--- src/common/tx_timing_pkg.sv ---
// Constants and carrier types for the transmit timing and loopback control block.
// Assumes a single 32-bit AHB-Lite register bus on hclk.
package tx_timing_pkg;

  // ----------------------------------------------------------------
  // Register indices and byte addresses
  // ----------------------------------------------------------------
  localparam logic [15:0] TIMING_SELECT_INDEX  = 16'h0100;
  localparam logic [15:0] LINE_CONTROL_INDEX   = 16'h0101;
  localparam logic [15:0] TIMING_STATUS_INDEX  = 16'h0102;
  localparam int          ADDR_W               = 18;
  localparam logic [17:0] TIMING_SELECT_ADDR   = {TIMING_SELECT_INDEX, 2'b00};
  localparam logic [17:0] LINE_CONTROL_ADDR    = {LINE_CONTROL_INDEX, 2'b00};
  localparam logic [17:0] TIMING_STATUS_ADDR   = {TIMING_STATUS_INDEX, 2'b00};

  // ----------------------------------------------------------------
  // Field positions and reset values
  // ----------------------------------------------------------------
  localparam int          CLK_SRC_LSB          = 0;
  localparam int          CLK_LOSS_EN_BIT      = 4;
  localparam int          LOOPBACK_LSB         = 4;
  localparam int          RAIL_MODE_BIT        = 6;
  localparam int          FORCE_NO_SIGNAL_BIT  = 7;
  localparam logic [7:0]  TIMING_SELECT_RESET  = 8'h11;
  localparam logic [7:0]  LINE_CONTROL_RESET   = 8'h00;

  // ----------------------------------------------------------------
  // Encodings
  // ----------------------------------------------------------------
  localparam logic [1:0]  SRC_LOOP             = 2'h0;
  localparam logic [1:0]  SRC_EXTERNAL         = 2'h1;
  localparam logic [1:0]  SRC_INTERNAL         = 2'h2;
  localparam logic [1:0]  LB_NONE              = 2'h0;
  localparam logic [1:0]  LB_LOCAL             = 2'h1;
  localparam logic [1:0]  LB_REMOTE            = 2'h2;
  localparam logic [1:0]  LB_PAYLOAD           = 2'h3;

  // ----------------------------------------------------------------
  // Line words and framing counts
  // ----------------------------------------------------------------
  localparam int          WORD_W               = 8;
  localparam logic [7:0]  ALL_ONES_WORD        = 8'hff;
  localparam logic [7:0]  NO_SIGNAL_WORD       = 8'h00;
  localparam logic [7:0]  FRAME_TICKS          = 8'hc1;
  localparam logic [4:0]  FRAMES_PER_MULTI     = 5'h18;
  localparam int          BUFFER_DEPTH         = 2;

  typedef enum logic [1:0] {
    TIMING_LOOP,
    TIMING_EXTERNAL,
    TIMING_INTERNAL
  } timing_e;

  // Three back-plane timing pins travel together
  typedef struct packed {
    logic serial_clock;
    logic frame_sync;
    logic multiframe_sync;
  } frame_pins_s;

  typedef struct packed {
    logic        valid;
    logic [7:0]  data;
  } line_word_s;

endpackage

--- src/rtl/tx_timing_ctrl.sv ---
// Transmit timing source, pin direction and framer loopback control for one T1 channel.
// Assumes clock and status pins are asynchronous to hclk; data words arrive on hclk.
//
// Contract
// - Source field 00 or 11 times the transmitter from the recovered line clock.
// - Source field 01 times the transmitter from the external serial clock pin.
// - Source field 10 times the transmitter from the internal PLL clock.
// - At base rate the serial clock is driven in loop and internal timing.
// - High-speed back plane: serial clock and both sync pins are inputs only.
// - Source field resets to 01, external timing.
// - Force bit set sends the no-signal pattern to the line.
// - Rail bit: 0 dual rail, 1 single rail; LIU must match.
// - Loopback field 00, the reset value, means no loopback.
// - Loopback 01 returns transmit PCM to receive PCM, sends all ones.
// - Loopback 10 returns received line data to the line, bypassing framing.
// - Loopback 11 re-frames received payload on transmit timing toward the line.
// - With protection on, lost line recovery in loop timing falls back to internal.
//
// The implementer's own choice: the AHB-Lite interface to the registers.
`timescale 1ns/10ps
`default_nettype none
module tx_timing_ctrl
  import tx_timing_pkg::*;
#(
  parameter int DEPTH = BUFFER_DEPTH
) (
  input  wire logic                  hclk,
  input  wire logic                  hresetn,
  input  wire logic                  hsel,
  input  wire logic [31:0]           haddr,
  input  wire logic [1:0]            htrans,
  input  wire logic                  hwrite,
  input  wire logic [2:0]            hsize,
  input  wire logic [31:0]           hwdata,
  input  wire logic                  hready,
  output logic                       hreadyout,
  output logic                       hresp,
  output logic      [31:0]           hrdata,
  input  wire logic                  recovered_line_clock,
  input  wire logic                  line_clock_recovered,
  input  wire logic                  internal_pll_clock,
  input  wire logic                  high_speed_backplane,
  input  wire frame_pins_s           pins_in,
  output frame_pins_s                pins_out,
  output frame_pins_s                pins_oe,
  input  wire logic                  tx_pcm_valid,
  output logic                       tx_pcm_ready,
  input  wire logic [WORD_W-1:0]     tx_pcm_data,
  input  wire line_word_s            rx_line,
  output line_word_s                 rx_pcm,
  output logic                       line_tx_valid,
  input  wire logic                  line_tx_ready,
  output logic      [WORD_W-1:0]     line_tx_data,
  output logic                       single_rail
);

  // ----------------------------------------------------------------
  // Registers and bus state
  // ----------------------------------------------------------------
  logic [7:0]        timing_select;
  logic [7:0]        line_side_control;
  logic              wr_pending;
  logic [ADDR_W-1:0] wr_addr;
  logic              addr_phase;

  // ----------------------------------------------------------------
  // Synchronisers and timing
  // ----------------------------------------------------------------
  logic [4:0]        sync_a;
  logic [4:0]        sync_b;
  logic              src_level;
  logic              src_prev;
  logic              tx_tick;
  timing_e           timing;
  timing_e           next_timing;
  logic              fallback;
  logic              drive_clock;
  logic              drive_syncs;
  logic [7:0]        bit_count;
  logic [4:0]        frame_count;
  logic              frame_pulse;
  logic              multi_pulse;

  // ----------------------------------------------------------------
  // Data path
  // ----------------------------------------------------------------
  logic [1:0]        loopback;
  logic              force_no_signal;
  logic              payload_valid;
  logic [WORD_W-1:0] payload_word;
  logic              buf_in_valid;
  logic              buf_in_ready;
  logic [WORD_W-1:0] buf_in_data;

  function automatic logic [7:0] read_reg(input logic [ADDR_W-1:0] addr,
                                          input logic [7:0] sel,
                                          input logic [7:0] ctl,
                                          input logic [7:0] stat);
    case (addr)
      TIMING_SELECT_ADDR: read_reg = sel;
      LINE_CONTROL_ADDR:  read_reg = ctl;
      TIMING_STATUS_ADDR: read_reg = stat;
      default:            read_reg = 8'h00;
    endcase
  endfunction

  // ----------------------------------------------------------------
  // AHB-Lite slave, zero wait states
  // ----------------------------------------------------------------
  assign hreadyout  = 1'b1;
  assign hresp      = 1'b0;
  assign addr_phase = hsel && htrans[1] && hready;

  always_ff @(posedge hclk or negedge hresetn) begin
    if (!hresetn) begin
      wr_pending <= 1'b0;
      wr_addr    <= '0;
    end else if (hready) begin
      wr_pending <= addr_phase && hwrite;
      wr_addr    <= haddr[ADDR_W-1:0];
    end
  end

  always_ff @(posedge hclk or negedge hresetn) begin
    if (!hresetn) begin
      hrdata <= '0;
    end else if (addr_phase && !hwrite) begin
      hrdata <= {24'h000000, read_reg(haddr[ADDR_W-1:0], timing_select, line_side_control,
                 {3'h0, fallback, sync_b[1], drive_clock, timing[1:0]})};
    end
  end

  // Whole byte kept, so reserved bits read back unchanged
  always_ff @(posedge hclk or negedge hresetn) begin
    if (!hresetn) begin
      timing_select     <= TIMING_SELECT_RESET;
      line_side_control <= LINE_CONTROL_RESET;
    end else if (wr_pending) begin
      if (wr_addr == TIMING_SELECT_ADDR) begin
        timing_select <= hwdata[7:0];
      end
      if (wr_addr == LINE_CONTROL_ADDR) begin
        line_side_control <= hwdata[7:0];
      end
    end
  end

  assign loopback        = line_side_control[LOOPBACK_LSB +: 2];
  assign force_no_signal = line_side_control[FORCE_NO_SIGNAL_BIT];
  // Software must set the LIU to single rail first
  assign single_rail     = line_side_control[RAIL_MODE_BIT];

  // ----------------------------------------------------------------
  // Pin synchronisers
  // ----------------------------------------------------------------
  always_ff @(posedge hclk or negedge hresetn) begin
    if (!hresetn) begin
      sync_a <= '0;
      sync_b <= '0;
    end else begin
      sync_a <= {high_speed_backplane, pins_in.serial_clock, internal_pll_clock,
                 line_clock_recovered, recovered_line_clock};
      sync_b <= sync_a;
    end
  end

  // ----------------------------------------------------------------
  // Timing source selection
  // ----------------------------------------------------------------
  always_comb begin
    fallback = 1'b0;
    case (timing_select[CLK_SRC_LSB +: 2])
      SRC_EXTERNAL: next_timing = TIMING_EXTERNAL;
      SRC_INTERNAL: next_timing = TIMING_INTERNAL;
      default: begin
        next_timing = TIMING_LOOP;
        if (timing_select[CLK_LOSS_EN_BIT] && !sync_b[1]) begin
          next_timing = TIMING_INTERNAL;
          fallback    = 1'b1;
        end
      end
    endcase
  end

  always_ff @(posedge hclk or negedge hresetn) begin
    if (!hresetn) begin
      timing <= TIMING_EXTERNAL;
    end else begin
      timing <= next_timing;
    end
  end

  always_comb begin
    case (timing)
      TIMING_LOOP:     src_level = sync_b[0];
      TIMING_INTERNAL: src_level = sync_b[2];
      default:         src_level = sync_b[3];
    endcase
  end

  always_ff @(posedge hclk or negedge hresetn) begin
    if (!hresetn) begin
      src_prev <= 1'b0;
    end else begin
      src_prev <= src_level;
    end
  end

  assign tx_tick = src_level && !src_prev;

  // ----------------------------------------------------------------
  // Pin directions
  // ----------------------------------------------------------------
  assign drive_clock = !sync_b[4] && (timing != TIMING_EXTERNAL);
  assign drive_syncs = !sync_b[4];

  always_ff @(posedge hclk or negedge hresetn) begin
    if (!hresetn) begin
      pins_oe  <= '0;
      pins_out <= '0;
    end else begin
      pins_oe.serial_clock     <= drive_clock;
      pins_oe.frame_sync       <= drive_syncs;
      pins_oe.multiframe_sync  <= drive_syncs;
      pins_out.serial_clock    <= src_level;
      pins_out.frame_sync      <= frame_pulse;
      pins_out.multiframe_sync <= multi_pulse;
    end
  end

  // Frame counters run on transmit timing ticks only
  always_ff @(posedge hclk or negedge hresetn) begin
    if (!hresetn) begin
      bit_count   <= '0;
      frame_count <= '0;
    end else if (tx_tick) begin
      if (bit_count == FRAME_TICKS - 8'h01) begin
        bit_count <= '0;
        if (frame_count == FRAMES_PER_MULTI - 5'h01) begin
          frame_count <= '0;
        end else begin
          frame_count <= frame_count + 5'h01;
        end
      end else begin
        bit_count <= bit_count + 8'h01;
      end
    end
  end

  assign frame_pulse = (bit_count == 8'h00);
  assign multi_pulse = frame_pulse && (frame_count == 5'h00);

  // ----------------------------------------------------------------
  // Receive PCM output
  // ----------------------------------------------------------------
  assign tx_pcm_ready = (loopback == LB_NONE) ? (tx_tick && buf_in_ready) : 1'b1;

  always_ff @(posedge hclk or negedge hresetn) begin
    if (!hresetn) begin
      rx_pcm <= '0;
    end else if (loopback == LB_LOCAL) begin
      rx_pcm.valid <= tx_pcm_valid;
      rx_pcm.data  <= tx_pcm_data;
    end else begin
      rx_pcm <= rx_line;
    end
  end

  // Received payload held until the next transmit tick re-frames it
  always_ff @(posedge hclk or negedge hresetn) begin
    if (!hresetn) begin
      payload_valid <= 1'b0;
      payload_word  <= '0;
    end else if (loopback != LB_PAYLOAD) begin
      payload_valid <= 1'b0;
    end else if (rx_line.valid) begin
      payload_valid <= 1'b1;
      payload_word  <= rx_line.data;
    end else if (tx_tick && buf_in_ready) begin
      payload_valid <= 1'b0;
    end
  end

  // ----------------------------------------------------------------
  // Line transmit selection
  // ----------------------------------------------------------------
  always_comb begin
    buf_in_valid = 1'b0;
    buf_in_data  = tx_pcm_data;
    case (loopback)
      LB_LOCAL: begin
        buf_in_valid = tx_tick;
        buf_in_data  = ALL_ONES_WORD;
      end
      LB_REMOTE: begin
        buf_in_valid = rx_line.valid;
        buf_in_data  = rx_line.data;
      end
      LB_PAYLOAD: begin
        buf_in_valid = tx_tick && payload_valid;
        buf_in_data  = payload_word;
      end
      default: begin
        buf_in_valid = tx_tick && tx_pcm_valid;
      end
    endcase
    if (force_no_signal) begin
      buf_in_valid = tx_tick;
      buf_in_data  = NO_SIGNAL_WORD;
    end
  end

  // Two entries let a one-tick stall by the LIU lose nothing
  word_buffer #(
    .WIDTH (WORD_W),
    .DEPTH (DEPTH)
  ) u_line_buffer (
    .hclk      (hclk),
    .hresetn   (hresetn),
    .in_valid  (buf_in_valid),
    .in_ready  (buf_in_ready),
    .in_data   (buf_in_data),
    .out_valid (line_tx_valid),
    .out_ready (line_tx_ready),
    .out_data  (line_tx_data)
  );

endmodule
`default_nettype wire

--- src/rtl/word_buffer.sv ---
// Small valid/ready FIFO in the line transmit path.
// Assumes both sides on the same clock; depth is a power of two.
`timescale 1ns/10ps
`default_nettype none
module word_buffer #(
  parameter int WIDTH = 8,
  parameter int DEPTH = 2
) (
  input  wire logic             hclk,
  input  wire logic             hresetn,
  input  wire logic             in_valid,
  output logic                  in_ready,
  input  wire logic [WIDTH-1:0] in_data,
  output logic                  out_valid,
  input  wire logic             out_ready,
  output logic      [WIDTH-1:0] out_data
);

  localparam int PTR_W = $clog2(DEPTH);

  logic [WIDTH-1:0] slots [DEPTH];
  logic [PTR_W-1:0] wr_ptr;
  logic [PTR_W-1:0] rd_ptr;
  logic [PTR_W:0]   fill;
  logic             push;
  logic             pop;

  assign in_ready  = (fill != (PTR_W+1)'(DEPTH));
  assign out_valid = (fill != '0);
  assign push      = in_valid && in_ready;
  assign pop       = out_valid && out_ready;

  // ----------------------------------------------------------------
  // Storage
  // ----------------------------------------------------------------
  always_ff @(posedge hclk) begin
    if (push) begin
      slots[wr_ptr] <= in_data;
    end
  end

  // Data out is registered: takes in_data when empty or its last word pops, else the next slot on a pop
  always_ff @(posedge hclk or negedge hresetn) begin
    if (!hresetn) begin
      out_data <= '0;
    end else if (push && (!out_valid || (pop && fill == (PTR_W+1)'(1)))) begin
      out_data <= in_data;
    end else if (pop) begin
      out_data <= slots[rd_ptr + PTR_W'(1)];
    end
  end

  always_ff @(posedge hclk or negedge hresetn) begin
    if (!hresetn) begin
      wr_ptr <= '0;
      rd_ptr <= '0;
      fill   <= '0;
    end else begin
      if (push) begin
        wr_ptr <= wr_ptr + PTR_W'(1);
      end
      if (pop) begin
        rd_ptr <= rd_ptr + PTR_W'(1);
      end
      if (push && !pop) begin
        fill <= fill + (PTR_W+1)'(1);
      end else if (pop && !push) begin
        fill <= fill - (PTR_W+1)'(1);
      end
    end
  end

endmodule
`default_nettype wire

--- config.mk ---
export PLATFORM = sky130hd
export DESIGN_NAME = tx_timing_ctrl
export DESIGN_NICKNAME = d
export VERILOG_FILES = /design/src/common/tx_timing_pkg.sv /design/src/rtl/tx_timing_ctrl.sv /design/src/rtl/word_buffer.sv
export SDC_FILE = /design/constraint.sdc
export NUM_CORES = 1
export LEC_CHECK = 0
export BUFFER_PORTS_ARGS = -buffer_cell sky130_fd_sc_hd__buf_4
export CAP_MARGIN = 15
export CORE_MARGIN = 2
export CORE_UTILIZATION = 45
export DETAILED_ROUTE_END_ITERATION = 8
export PLACE_DENSITY = 0.71
export SYNTH_ARGS = -nofsm -noshare
export SYNTH_HDL_FRONTEND = slang
export SYNTH_SLANG_ARGS = --single-unit
--- constraint.sdc ---
create_clock -name hclk -period 3.5 [get_ports hclk]
set_clock_uncertainty 0.1 [all_clocks]
set_input_delay 0.175 -clock hclk [delete_from_list [all_inputs] [get_ports hclk]]
set_output_delay 0.175 -clock hclk [all_outputs]
set_load 0.03 [all_outputs]
# Yosys cells after proc, flatten, opt, wreduce, memory -nomap -nowiden
# Memories as Yosys holds them, arrays and structs flattened.
# Index checks and enable logic that the tools add are counted.
dict set report word_totals {
  elab_cells 109
  reg_bits 103
  ram_bits 16
  inputBits 100
  mem_count 1
}
# memory depth word_bits read_ports rd_clocked_by_memory_dff write_ports line
set mem_list {}
lappend mem_list {u_line_buffer.slots 2 8 1 0 1 word_buffer.sv:21} ;# logic [WIDTH-1:0] slots [DEPTH];
dict set report classes {
  add_sub_neg 6
  bitwise 1
  eq_ne 17
  n_mux 23
  reduce_logical 38
}
# cell n
set op_table {}
lappend op_table {{equality test 18 x 11 -> 1 bit, second input constant} 5}
lappend op_table {{one-hot mux 8 bit (3 select lines)} 2}
lappend op_table {{2-to-1 mux 8 bit} 4}
lappend op_table {{logical AND 1 bit} 17}
lappend op_table {{2-to-1 mux 1 bit} 9}
lappend op_table {{2-to-1 mux 9 bit} 1}
lappend op_table {{adder 8 x 1 -> 8 bit, second input constant} 1}
lappend op_table {{equality test 2 bit, second input constant} 4}
lappend op_table {{equality test 8 bit, second input constant} 1}
lappend op_table {{logical NOT 8 bit} 1}
lappend op_table {{AND reduction 2 bit} 4}
lappend op_table {{logical NOT 1 bit} 7}
lappend op_table {{equality test 2 x 1 -> 1 bit, second input constant} 3}
lappend op_table {{2-to-1 mux 2 bit} 3}
lappend op_table {{nonzero test 2 bit} 3}
lappend op_table {{adder 5 x 1 -> 5 bit, second input constant} 1}
lappend op_table {{equality test 5 bit, second input constant} 1}
lappend op_table {{logical NOT 5 bit} 1}
lappend op_table {{2-to-1 mux 5 bit} 1}
lappend op_table {{logical NOT 2 bit} 2}
lappend op_table {{inequality test 2 bit, second input constant} 2}
lappend op_table {{one-hot mux 2 bit (2 select lines)} 1}
lappend op_table {{one-hot mux 1 bit (3 select lines)} 1}
lappend op_table {{nonzero test 3 bit} 1}
lappend op_table {{other kinds (8)} 9}

# Longest topological paths before layout
# Gate-level depths: netlist (run 1).
dict set report depth {
  word_depth 11
  mapped_depth 11
}

# By module
# From an unflattened synthesis (run 1), not the netlist that was laid out.
dict set report hier_totals {
  cells_unflattened 430
  hier_area_um2 5606.6
}
# module cells_per_inst n_inst area_each_um2
set by_module_without_submodules {}
lappend by_module_without_submodules {tx_timing_ctrl 354 1 4294.1}
lappend by_module_without_submodules {word_buffer 76 1 1312.5}

# Least setup slack after synthesis (run 1)
# No wires, ideal clock.
dict set report synth_path {
  kind {register -> register}
  start {register line_side_control[4]}
  end {memory u_line_buffer.slots[0][0] (enable)}
  stages_incl_launch_ff 9
  t_arrival_ns 2.074
  required_ns 3.017
  path_buffers 2
  slack_ns 0.943
  path_cell_list {dfrtp_1 -> inv_1 -> ha_1 -> buf_1 -> nand3b_1 -> o311a_1 -> a2bb2oi_1 -> buf_2 -> nor3_1}
}
dict set report synth_between {
  elab_chain_cells 6
  word_cells_on_any_way 8
  cone_classes {3 x eq/ne; 4 x mux; 1 x reduce/logical}
}
# item line
set synth_rtl {}
lappend synth_rtl {{start: declaration} tx_timing_ctrl.sv:61} ;# logic [7:0] line_side_control;
lappend synth_rtl {{start signal: assignment} tx_timing_ctrl.sv:143} ;# line_side_control <= hwdata[7:0];
lappend synth_rtl {{equality test 2 bit / equality test 2 x 1 -> 1 bit (equally long branches)} tx_timing_ctrl.sv:290} ;# case (loopback)
lappend synth_rtl {{one-hot mux 1 bit (3 select lines) *} tx_timing_ctrl.sv:290}
lappend synth_rtl {{2-to-1 mux 1 bit *} tx_timing_ctrl.sv:307} ;# if (force_no_signal) begin
lappend synth_rtl {{logical AND 1 bit *} word_buffer.sv:30} ;# assign push = in_valid && in_ready;
lappend synth_rtl {{2-to-1 mux 1 bit *} word_buffer.sv:37} ;# if (push) begin
lappend synth_rtl {{2-to-1 mux 1 bit (not written as such) *} word_buffer.sv:38} ;# slots[wr_ptr] <= in_data;
lappend synth_rtl {{end: declaration} word_buffer.sv:21}
# Mark *: on every way between the ends. The rest lies on a longest branch, timed or not.

# Worst setup path after layout (run 1)
dict set report layout_path {
  start {register line_side_control[5]}
  end {memory u_line_buffer.slots[1][4] (enable)}
}
# Same word-level chain as after synthesis.

==> metrics.cfg, run 1 <==
[status]
status = finished clean

[setup_path]
startpoint = line_side_control[5]
arrival_ns = 2.73
path_class = register to register
rr_endpoint = u_line_buffer.slots[1][4]
critical_path.startpoint_type = register
cp_max_fo = 12
path_cells = inv_1, ha_1, nand2b_1, o311a_1, a2bb2oi_1, buf_4, nor3b_1, buf_4
cp_top_family = compound AO/OA/AOI/OAI gates
reg2reg_slack_ns = 0.78
cp_data_required_time_ns = 3.51
critPathCapture = u_line_buffer.slots[1][4]
endpoint_kind = register
path_common_cell = buf_4
cp_slowest_cell = ha_1
worst_r2r_path_depth = 8
crit_buf_inv = 3
worst-path-stages = 8
crit-reg2reg-launch = line_side_control[5]
slowest_delay_ns = 0.53

[sta]
clock.fmax_mhz = 367.5
slew_headroom_pct = 53.57
setup_slack_ns = 0.7790
final_hold_viol_count = 0
tightest_slew_ns = 0.6940
setup_viol = 0
rsz0062_at_grt = false
finalCriticalPeriod_ns = 2.721
fin_crit_sh_pct = 77.74
fin_tns_setup_ns = 0
slew_viol_final = 0

[floorplan]
die_y_um = 114.8
dieArea_mm2 = 0.01318
rows = 40
num_io_pins = 160
die_x_um = 114.8
coreArea_mm2 = 0.01201
start_util_pct = 46.00

[yosys]
yosys_warnings = 0
ys_top_cells_by_area = dfrtp_1, mux2_2, edfxtp_1
syn_area_mm2 = 0.005525
yosysUniqueCellTypes = 53
yosys.area.top_type_share_pct = 45.29
seq_area_frac_synth_pct = 55.41
synth_edf_count = 16
avgSynthCellArea_um2 = 12.17
synth_cells = 454
async_flop_share_pct = 86.55
synth_top_area_cell = dfrtp_1
ys.flop_type = dfrtp_1
synth-seq-cells = 119

[placement]
port_buffers = 89
dp.cells = 676
place_congestion = 0.7856
placed_cell_area_mm2 = 0.006235
dpl_worst_slack_ns = 0.7827
hpwl_um = 8013

[layout]
drive_gt1_share_pct = 28.27
nNetsFinal = 722
nFillCells = 947
syn_to_final_growth_pct = 34.53
layout_common_cells = dfrtp_1, buf_4, dlygate4sd3_1
finalNonFillerCells = 768
postLayoutCoreUtil_pct = 61.89
final_common_cell = dfrtp_1
fin_area_mm2 = 0.007433

[drt]
ant_nets = 0
vias = 4022
drt_wl_total_um = 12410
drc_errors = 0
avgViaCountPerCell = 5.237
drt_iter0_drc = 228
dr.pass1.iters = 5
wl_per_cell_um = 16.16

[power_and_ir_drop]
power_frac_clock_pct = 40.0
swShare_pct = 28.32
p_leak_nw = 3.380
combPwrFrac_pct = 20.7
peakVddDrop_uv = 387.0
p_per_area_mw_per_mm2 = 575.9
sequentialPowerShare_pct = 39.2
intPower_w = 0.003068
power.switching_w = 0.001212

[clock_tree]
cts.sinks = 119
clock_latency_ns = 0.41
numCtsBuffers = 17
htree_levels = 4
clockRootBuffer = clkbuf_16
post_cts_buffers = 0
cts.clk_slew.worst_paths_ns = 0.05
cts_tree = built
cts.path.max_buffers = 2

[worst_hold_path]
holdPathStages = 3
hold_class = input port to register

[global_routing]
grt_overflow = 0
grt_pass1_vias = 4041
grt_usage_pct = 19.94
grt_pass1_wl_um = 19890
grt_max_degree = 88
antenna_found_initial = 1

[run]
max_cap_violations = 0

==> final cells by class <==
cell class | instances | area (um^2) | area share [%]
sequential | 119 | 3062 | 41.19
multi-input combinational | 286 | 2167 | 29.15
timing repair buffer | 154 | 1321 | 17.77
clock buffer | 19 | 452.9 | 6.093
tap | 147 | 183.9 | 2.474
clock inverter | 12 | 132.6 | 1.784
inverter | 29 | 108.9 | 1.464
antenna | 2 | 5.005 | 0.06733
==> worst min-delay path, stage by stage <==
cell and delay, ns:
buf_4 0.18, nand2_1 0.07, o21ai_0 0.07
==> power groups by stage <==
stage	sequential (W)	combinational (W)	clock, W
final	0.00168	0.000887	0.00171
after global routing	0.00170	0.000970	0.00180
after CTS	0.00168	0.000885	0.00174
after detailed placement	0.00170	0.000830	0
after global placement	0.00169	0.000805	0
after floorplan	0.00178	0.000461	0
==> Yosys cell counts, types with 3 or more instances <==
library cell and instances:
clkbuf_1 7, mux2_2 43, dfstp_2 3, mux2_1 10, nand4_1 5, nor4_1 7, a221oi_1 8, edfxtp_1 16
buf_2 6, ha_1 15, inv_1 29, a21oi_1 8, o31ai_1 9, mux2i_1 20, o21ai_0 18, nor2_1 14
dfrtp_1 100, buf_1 3, o32ai_1 8, xor2_1 5, nor3_1 6, nand2_1 34, a22oi_1 8, nand3_1 7
buf_4 28, nor2b_1 3
==> routing by layer <==
metal	vias up	part of all wire, %	GRT usage [%]
li1	1883	-	-
met1	1988	42	24.12
met2	130	51	33.29
met3	21	5.2	6.062
met4	0	2.1	8.514
met5	-	0	0
==> state kept, by name, indices dropped and copies added (netlist names), 3 cells and up <==
register,cells
rx_pcm,9
frame_count,5
payload_word,8
wr_addr,18
pins_out,3
timing_select,8
line_side_control,8
u_line_buffer.out_data,8
sync_a,5
hrdata,8
sync_b,5
u_line_buffer.slots,16
bit_count,8
==> per-stage QoR <==
step | hold WS, ns | power [W]
after global placement | 0.1849 | 0.002498
after floorplan | -0.2206 | 0.002245
after CTS | 0.01279 | 0.004311
after global routing | 0.02188 | 0.004477
after detailed placement | 0.1858 | 0.002532
final | 0.02988 | 0.004281
==> repair_timing <==
action                    in CTS  in global routing
hold endpoints to repair     138                  0
hold buffers                  58                  0
gates resized for setup        0                  0
==> worst min-delay path by stage <==
stage                              start            to  slack, ns
floorplan                        hresetn  bit_count[0]      -0.22
global placement    line_clock_recovered     sync_a[1]       0.18
detailed placement  recovered_line_clock     sync_a[0]       0.19
CTS                             haddr[2]    wr_addr[2]       0.01
global route                    haddr[2]    wr_addr[2]       0.02
finish                          haddr[2]    wr_addr[2]       0.03
==> cells by family after synthesis <==
family | after synthesis | share of synthesized area [%]
compound gates | 71 | 9.172
xor+xnor | 7 | 1.110
fa+ha+maj | 15 | 3.397
buf+inv | 73 | 6.997
flops | 119 | 55.41
mux | 73 | 14.42
other cells | 2 | 0.1359
simple gates | 94 | 9.353
Note: power is estimated with default switching activity, not from simulation.
==> run 2, diff against run 1 <==
--- a/config.mk
+++ b/config.mk
@@ -10,7 +10,7 @@
 export CORE_MARGIN = 2
 export CORE_UTILIZATION = 45
 export DETAILED_ROUTE_END_ITERATION = 8
-export PLACE_DENSITY = 0.71
+export PLACE_DENSITY = 0.74
 export SYNTH_ARGS = -nofsm -noshare
 export SYNTH_HDL_FRONTEND = slang
 export SYNTH_SLANG_ARGS = --single-unit
==> constraint.sdc (replaced) <==
create_clock -name hclk -period 2.4 [get_ports hclk]
set_clock_uncertainty 0.1 [all_clocks]
set_input_delay 0.12 -clock hclk [delete_from_list [all_inputs] [get_ports hclk]]
set_output_delay 0.12 -clock hclk [all_outputs]
set_load 0.03 [all_outputs]
==> run 2 against run 1 <==
Against the previous run: critical endpoint is now tx_pcm_ready; sequential share of layout area is 0.34 points lower; global-route usage is 0.88 points higher; routed wire length is 4.2% higher; cell count is 0.52% higher; count of clock-buffer cells in the layout is 6 higher; core utilization is 0.52 points higher; non-clock buffer count is 5 higher; first-iteration DRC count is 30% higher; design area is 0.84% higher; sequential power is 46% higher.
==> metrics.cfg, run 2 (synthesis gave the netlist of run 1 again) <==
[status]
status = finished clean

[global_routing]
antenna_found_initial = 0
grt_pass1_wl_um = 20930
grt_usage_pct = 20.82
grt_pass1_vias = 4254
grt_max_degree = 60
grt_overflow = 0

[drt]
vias = 4119
ant_nets = 0
drt_wl_total_um = 12930
avgViaCountPerCell = 5.335
dr.pass1.iters = 4
drt_iter0_drc = 296
drc_errors = 0
wl_per_cell_um = 16.74

[setup_path]
arrival_ns = 2.05
path_class = register to output pin
cp_data_required_time_ns = 2.18
cp_max_fo = 14
endpoint_kind = output pin
critical_path.startpoint_type = register

[clock_tree]
cts.path.max_buffers = 2
clockRootBuffer = clkbuf_16
numCtsBuffers = 17
cts.sinks = 119
cts_tree = built
cts.clk_slew.worst_paths_ns = 0.05
htree_levels = 4
clock_latency_ns = 0.41

[placement]
dp.cells = 682
place_congestion = 0.7736
port_buffers = 89
hpwl_um = 8405

[sta]
slew_viol_final = 0
tightest_slew_ns = 0.6717
setup_viol = 0
final_hold_viol_count = 0
fin_tns_setup_ns = 0
clock.fmax_mhz = 440.9
slew_headroom_pct = 54.99
rsz0062_at_grt = false
fin_crit_sh_pct = 94.50
finalCriticalPeriod_ns = 2.268

[power_and_ir_drop]
peakVddDrop_uv = 448.0
p_per_area_mw_per_mm2 = 838.4
p_leak_nw = 3.420
power_w = 0.006285

[layout]
diodes = 0
largest_register_ffs = 18
top_register = wr_addr
finalNonFillerCells = 772
syn_to_final_growth_pct = 35.67
drive_gt1_share_pct = 29.76
reg_top3 = wr_addr (18), u_line_buffer.slots (16), rx_pcm (9)
layout_common_cells = dfrtp_1, buf_4, dlygate4sd3_1
postLayoutCoreUtil_pct = 62.41
nNetsFinal = 727

[floorplan]
die_y_um = 114.8
rows = 40
dieArea_mm2 = 0.01318
die_x_um = 114.8
start_util_pct = 46.00
num_io_pins = 160
coreArea_mm2 = 0.01201

[run]
max_cap_violations = 0

[worst_hold_path]
hold_class = input port to register

-- run 2: cell count changes in the layout (fill, tap and decap cells not counted), moves of 2 or more --
cell,delta
clkbuf_1,+3
buf_4,+5
diode_2,-2
clkinv_1,-4
clkbuf_8,+2
-- run 2: timing repair --
action,in CTS,in global routing
endpoints found under the hold margin,104,0
gates resized for setup,0,2
endpoints found under the setup margin,0,2
setup buffers,0,0
hold buffers,58,0
-- run 2: worst max-delay path, cell delays in order, from the launching register on --
cell and delay (ns):
dfstp_2 0.57, inv_1 0.10, a211o_2 0.42, o21ai_0 0.32, buf_4 0.23
-- run 2: path summary, 6_finish.rpt --
check                                             to            startpoint  cells past startpoint  slack, ns
hold / removal                            wr_addr[2]                hready                      2       0.04
min in group asynchronous                pins_out[0]               hresetn                      2       0.18
setup / recovery                        tx_pcm_ready             timing[0]                      4       0.13
hold reg to reg                            sync_b[4]             sync_a[4]                      0       0.24
max in group asynchronous           timing_select[0]               hresetn                      3       1.27
setup reg to reg           u_line_buffer.out_data[3]  line_side_control[5]                      7       0.16
-- run 2: layout make-up --
cell class              count  area (um^2)
clock buffers              25        516.7
clock inverters             7        88.84
fillers                   883         4516
inverters                  29        108.9
multi-input cells         286         2185
flip-flops and latches    119         3062
well taps                 147        183.9
repair buffers            159         1351
-- run 2: power breakdown --
part | internal, W | switching, W | leakage, nW
Sequential | 0.00227 | 0.000179 | 1.44
Combinational | 0.000554 | 0.000751 | 1.68
Clock | 0.00169 | 0.000836 | 0.302
Total | 0.00452 | 0.00177 | 3.42
-- run 2: metal layers --
layer  vias up  wire length [um]  global-route usage, %
li1       1895                 -                      -
met1      2038              5119                  24.71
met2       165              6927                  36.73
met3        21               705                  6.062
met4         0               174                  6.426
met5         -                 0                      0
-- run 2: stage by stage --
| stage | hold slack (ns) | cell area, um^2 | setup WS (ns) |
|---|---|---|---|
| after floorplan | -0.2756 | 5625 | 0.06474 |
| after global placement | 0.06732 | 6302 | 0.2115 |
| after detailed placement | 0.07158 | 6302 | 0.1571 |
| after CTS | 0.01870 | 7488 | 0.05762 |
| after global routing | 0.04380 | 7496 | 0.0008660 |
| final | 0.04127 | 7496 | 0.1320 |
==> run 3, diff against run 2 <==
--- a/config.mk
+++ b/config.mk
@@ -5,12 +5,13 @@
 export SDC_FILE = /design/constraint.sdc
 export NUM_CORES = 1
 export LEC_CHECK = 0
+export ABC_AREA = 1
 export BUFFER_PORTS_ARGS = -buffer_cell sky130_fd_sc_hd__buf_4
 export CAP_MARGIN = 15
 export CORE_MARGIN = 2
 export CORE_UTILIZATION = 45
 export DETAILED_ROUTE_END_ITERATION = 8
-export PLACE_DENSITY = 0.74
+export PLACE_DENSITY = 0.7
 export SYNTH_ARGS = -nofsm -noshare
 export SYNTH_HDL_FRONTEND = slang
 export SYNTH_SLANG_ARGS = --single-unit
==> constraint.sdc (replaced) <==
create_clock -name hclk -period 2.8 [get_ports hclk]
set_clock_uncertainty 0.1 [all_clocks]
set_input_delay 0.14 -clock hclk [delete_from_list [all_inputs] [get_ports hclk]]
set_output_delay 0.14 -clock hclk [all_outputs]
set_load 0.03 [all_outputs]
==> run 3 against run 2 <==
Against the previous run: combinational power down 12%; area after synthesis up 3.5%; clock power down 23%; via count up 14%; power down 17%; design area up 0.63%; critical endpoint is now u_line_buffer.slots[1][5]; largest cell class unchanged.
==> metrics.cfg, run 3 <==
[status]
status = finished clean

[clock_tree]
cts_tree = built
post_cts_buffers = 0
clock_latency_ns = 0.41
htree_levels = 4
cts.sinks = 119
post_cts_resized = 0
cts.path.max_buffers = 2
ctsHoldBuffers = 60
cts.clk_slew.worst_paths_ns = 0.05
clockRootBuffer = clkbuf_16
numCtsBuffers = 17

[setup_path]
cp_data_required_time_ns = 2.74
crit-reg2reg-launch = line_side_control[4]
arrival_ns = 2.27
path_class = register to register
reg2reg_slack_ns = 0.47
worst_r2r_path_depth = 9
critical_path.startpoint_type = register
cp_max_fo = 11
endpoint_kind = register
rr_endpoint = u_line_buffer.slots[1][5]

[floorplan]
die_y_um = 116.8
rows = 41
start_util_pct = 45.70
die_x_um = 116.8
dieArea_mm2 = 0.01363
coreArea_mm2 = 0.01252
num_io_pins = 160

[drt]
ant_nets = 0
wl_per_cell_um = 13.45
drt_iter0_drc = 386
dr.pass1.iters = 6
avgViaCountPerCell = 4.795
vias = 4704
drt_wl_total_um = 13200
drc_errors = 0

[global_routing]
grt_max_degree = 78
grt_pass1_wl_um = 21450
antenna_found_initial = 0
grt_pass1_vias = 4545
grt_usage_pct = 20.66
grt_overflow = 0

[layout]
top_register = wr_addr
final_common_cell = nand2_1
diodes = 0
syn_to_final_growth_pct = 31.87
final-seq-area_mm2 = 0.003062
reg_top3 = wr_addr (18), u_line_buffer.slots (16), rx_pcm (9)
nNetsFinal = 911
layout_common_cells = nand2_1, inv_1, dfrtp_1
largest_register_ffs = 18
multi_input_area_mm2 = 0.002047
finalNonFillerCells = 981
nFillCells = 1067
drive_gt1_share_pct = 17.68

[placement]
hpwl_um = 8509
port_buffers = 89
place_congestion = 0.8711
dp.cells = 889
dpl_worst_slack_ns = 0.4791

[yosys]
async_flop_share_pct = 86.55
seq_area_frac_synth_pct = 53.52
ys.flop_type = dfrtp_1
synth_most_common_cell = nand2_1
yosys_warnings = 0
synthTopCellsByCount = nand2_1, dfrtp_1, inv_1, o21ai_0, nand3_1
syn_area_mm2 = 0.005720
synth_cells = 648
yosysUniqueCellTypes = 37
ys_top_cells_by_area = dfrtp_1, nand2_1, edfxtp_1
synth_top_area_cell = dfrtp_1
synth_edf_count = 16
yosys.area.top_type_share_pct = 43.74
synth-seq-cells = 119
avgSynthCellArea_um2 = 8.828

[run]
max_cap_violations = 0

[sta]
rsz0062_at_grt = false
setup_slack_ns = 0.4664
slew_headroom_pct = 35.28
clock.fmax_mhz = 428.5
slew_viol_final = 0
final_hold_viol_count = 0
tightest_slew_ns = 0.9709
finalCriticalPeriod_ns = 2.334
fin_crit_sh_pct = 83.34
setup_viol = 0
fin_tns_setup_ns = 0

[worst_hold_path]
hold_start = line_tx_ready
holdPathStages = 4
hold_class = input port to register
whs_endpoint = u_line_buffer.rd_ptr

[power_and_ir_drop]
peakVddDrop_uv = 432.2
p_leak_nw = 3.936
p_per_area_mw_per_mm2 = 692.3

[run 3: cell types whose count changed after synthesis, moves of 20 or more]
cell / before / now
nand2_1: 34 / 132
mux2_2: 43 / 3
inv_1: 29 / 100
o21ai_0: 18 / 83
nand3_1: 7 / 35
mux2i_1: 20 / 0
[run 3: area by class of cell]
type | instances | area share (%)
multi-input cells | 402 | 27.14
flip-flops and latches | 119 | 40.59
inverters | 103 | 5.125
clock inverters | 10 | 1.062
well taps | 172 | 2.853
repair buffers | 153 | 17.22
clock buffers | 22 | 6.021
[run 3: power breakdown]
part / internal, W / leakage (nW) / switching, W
clock network: 0.00123 / 0.265 / 0.000729
registers: 0.00197 / 1.36 / 0.000145
logic: 0.000435 / 2.31 / 0.000712
total: 0.00364 / 3.94 / 0.00159
[run 3: routing by layer]
layer | vias up | GRT usage (%) | wire length (um) | part of all wire, %
met3 | 47 | 4.930 | 560 | 4.2
met2 | 141 | 33.29 | 6467 | 49
met4 | 0 | 11.14 | 499 | 3.8
li1 | 2323 | - | - | -
met1 | 2193 | 25.81 | 5669 | 43
met5 | - | 0 | 0 | 0
[run 3: cells by family (layout without fill, tap and decap cells)]
kind of cell    count (synthesis)  count (layout)  share of synthesized area [%]
compound gates                111             111                          10.02
xor+xnor                        8               8                          1.225
fa+ha+maj                      15              15                          3.281
buf+inv                       151             288                          12.27
flops                         119             119                          53.52
mux                             3               3                         0.5905
other cells                     2              26                         0.1313
simple gates                  239             239                          18.96
[run 3: metrics by stage]
stage	hold slack (ns)	cell area [um^2]	power [W]	utilization [%]
floorplan	-0.2556	5811	0.002891	-
global placement	0.1507	6409	0.003176	51.20
global route	0.03670	7543	0.005500	60.27
CTS	0.01514	7543	0.005267	60.27
detailed placement	0.1506	6409	0.003221	51.20
finish	0.02727	7543	0.005222	60.27
[run 3: worst max path at each step]
stage	startpoint	endpoint
finish	line_side_control[4]	u_line_buffer.slots[1][5]
global placement	line_side_control[5]	u_line_buffer.slots[1][2]
CTS	line_side_control[4]	u_line_buffer.slots[1][5]
global route	timing[0]	u_line_buffer.slots[1][4]
detailed placement	line_side_control[4]	u_line_buffer.slots[1][5]
floorplan	line_side_control[5]	u_line_buffer.slots[1][0]
[run 3: worst max-delay path, stage by stage, from the launching register on]
cell and delay (ns):
dfrtp_1 0.41, ha_1 0.41, nand2_1 0.13, nand2_1 0.08, nand2_1 0.04, nand2_1 0.05, nand2_1 0.06, nand2_2 0.07
inv_1 0.05, nor2_1 0.55
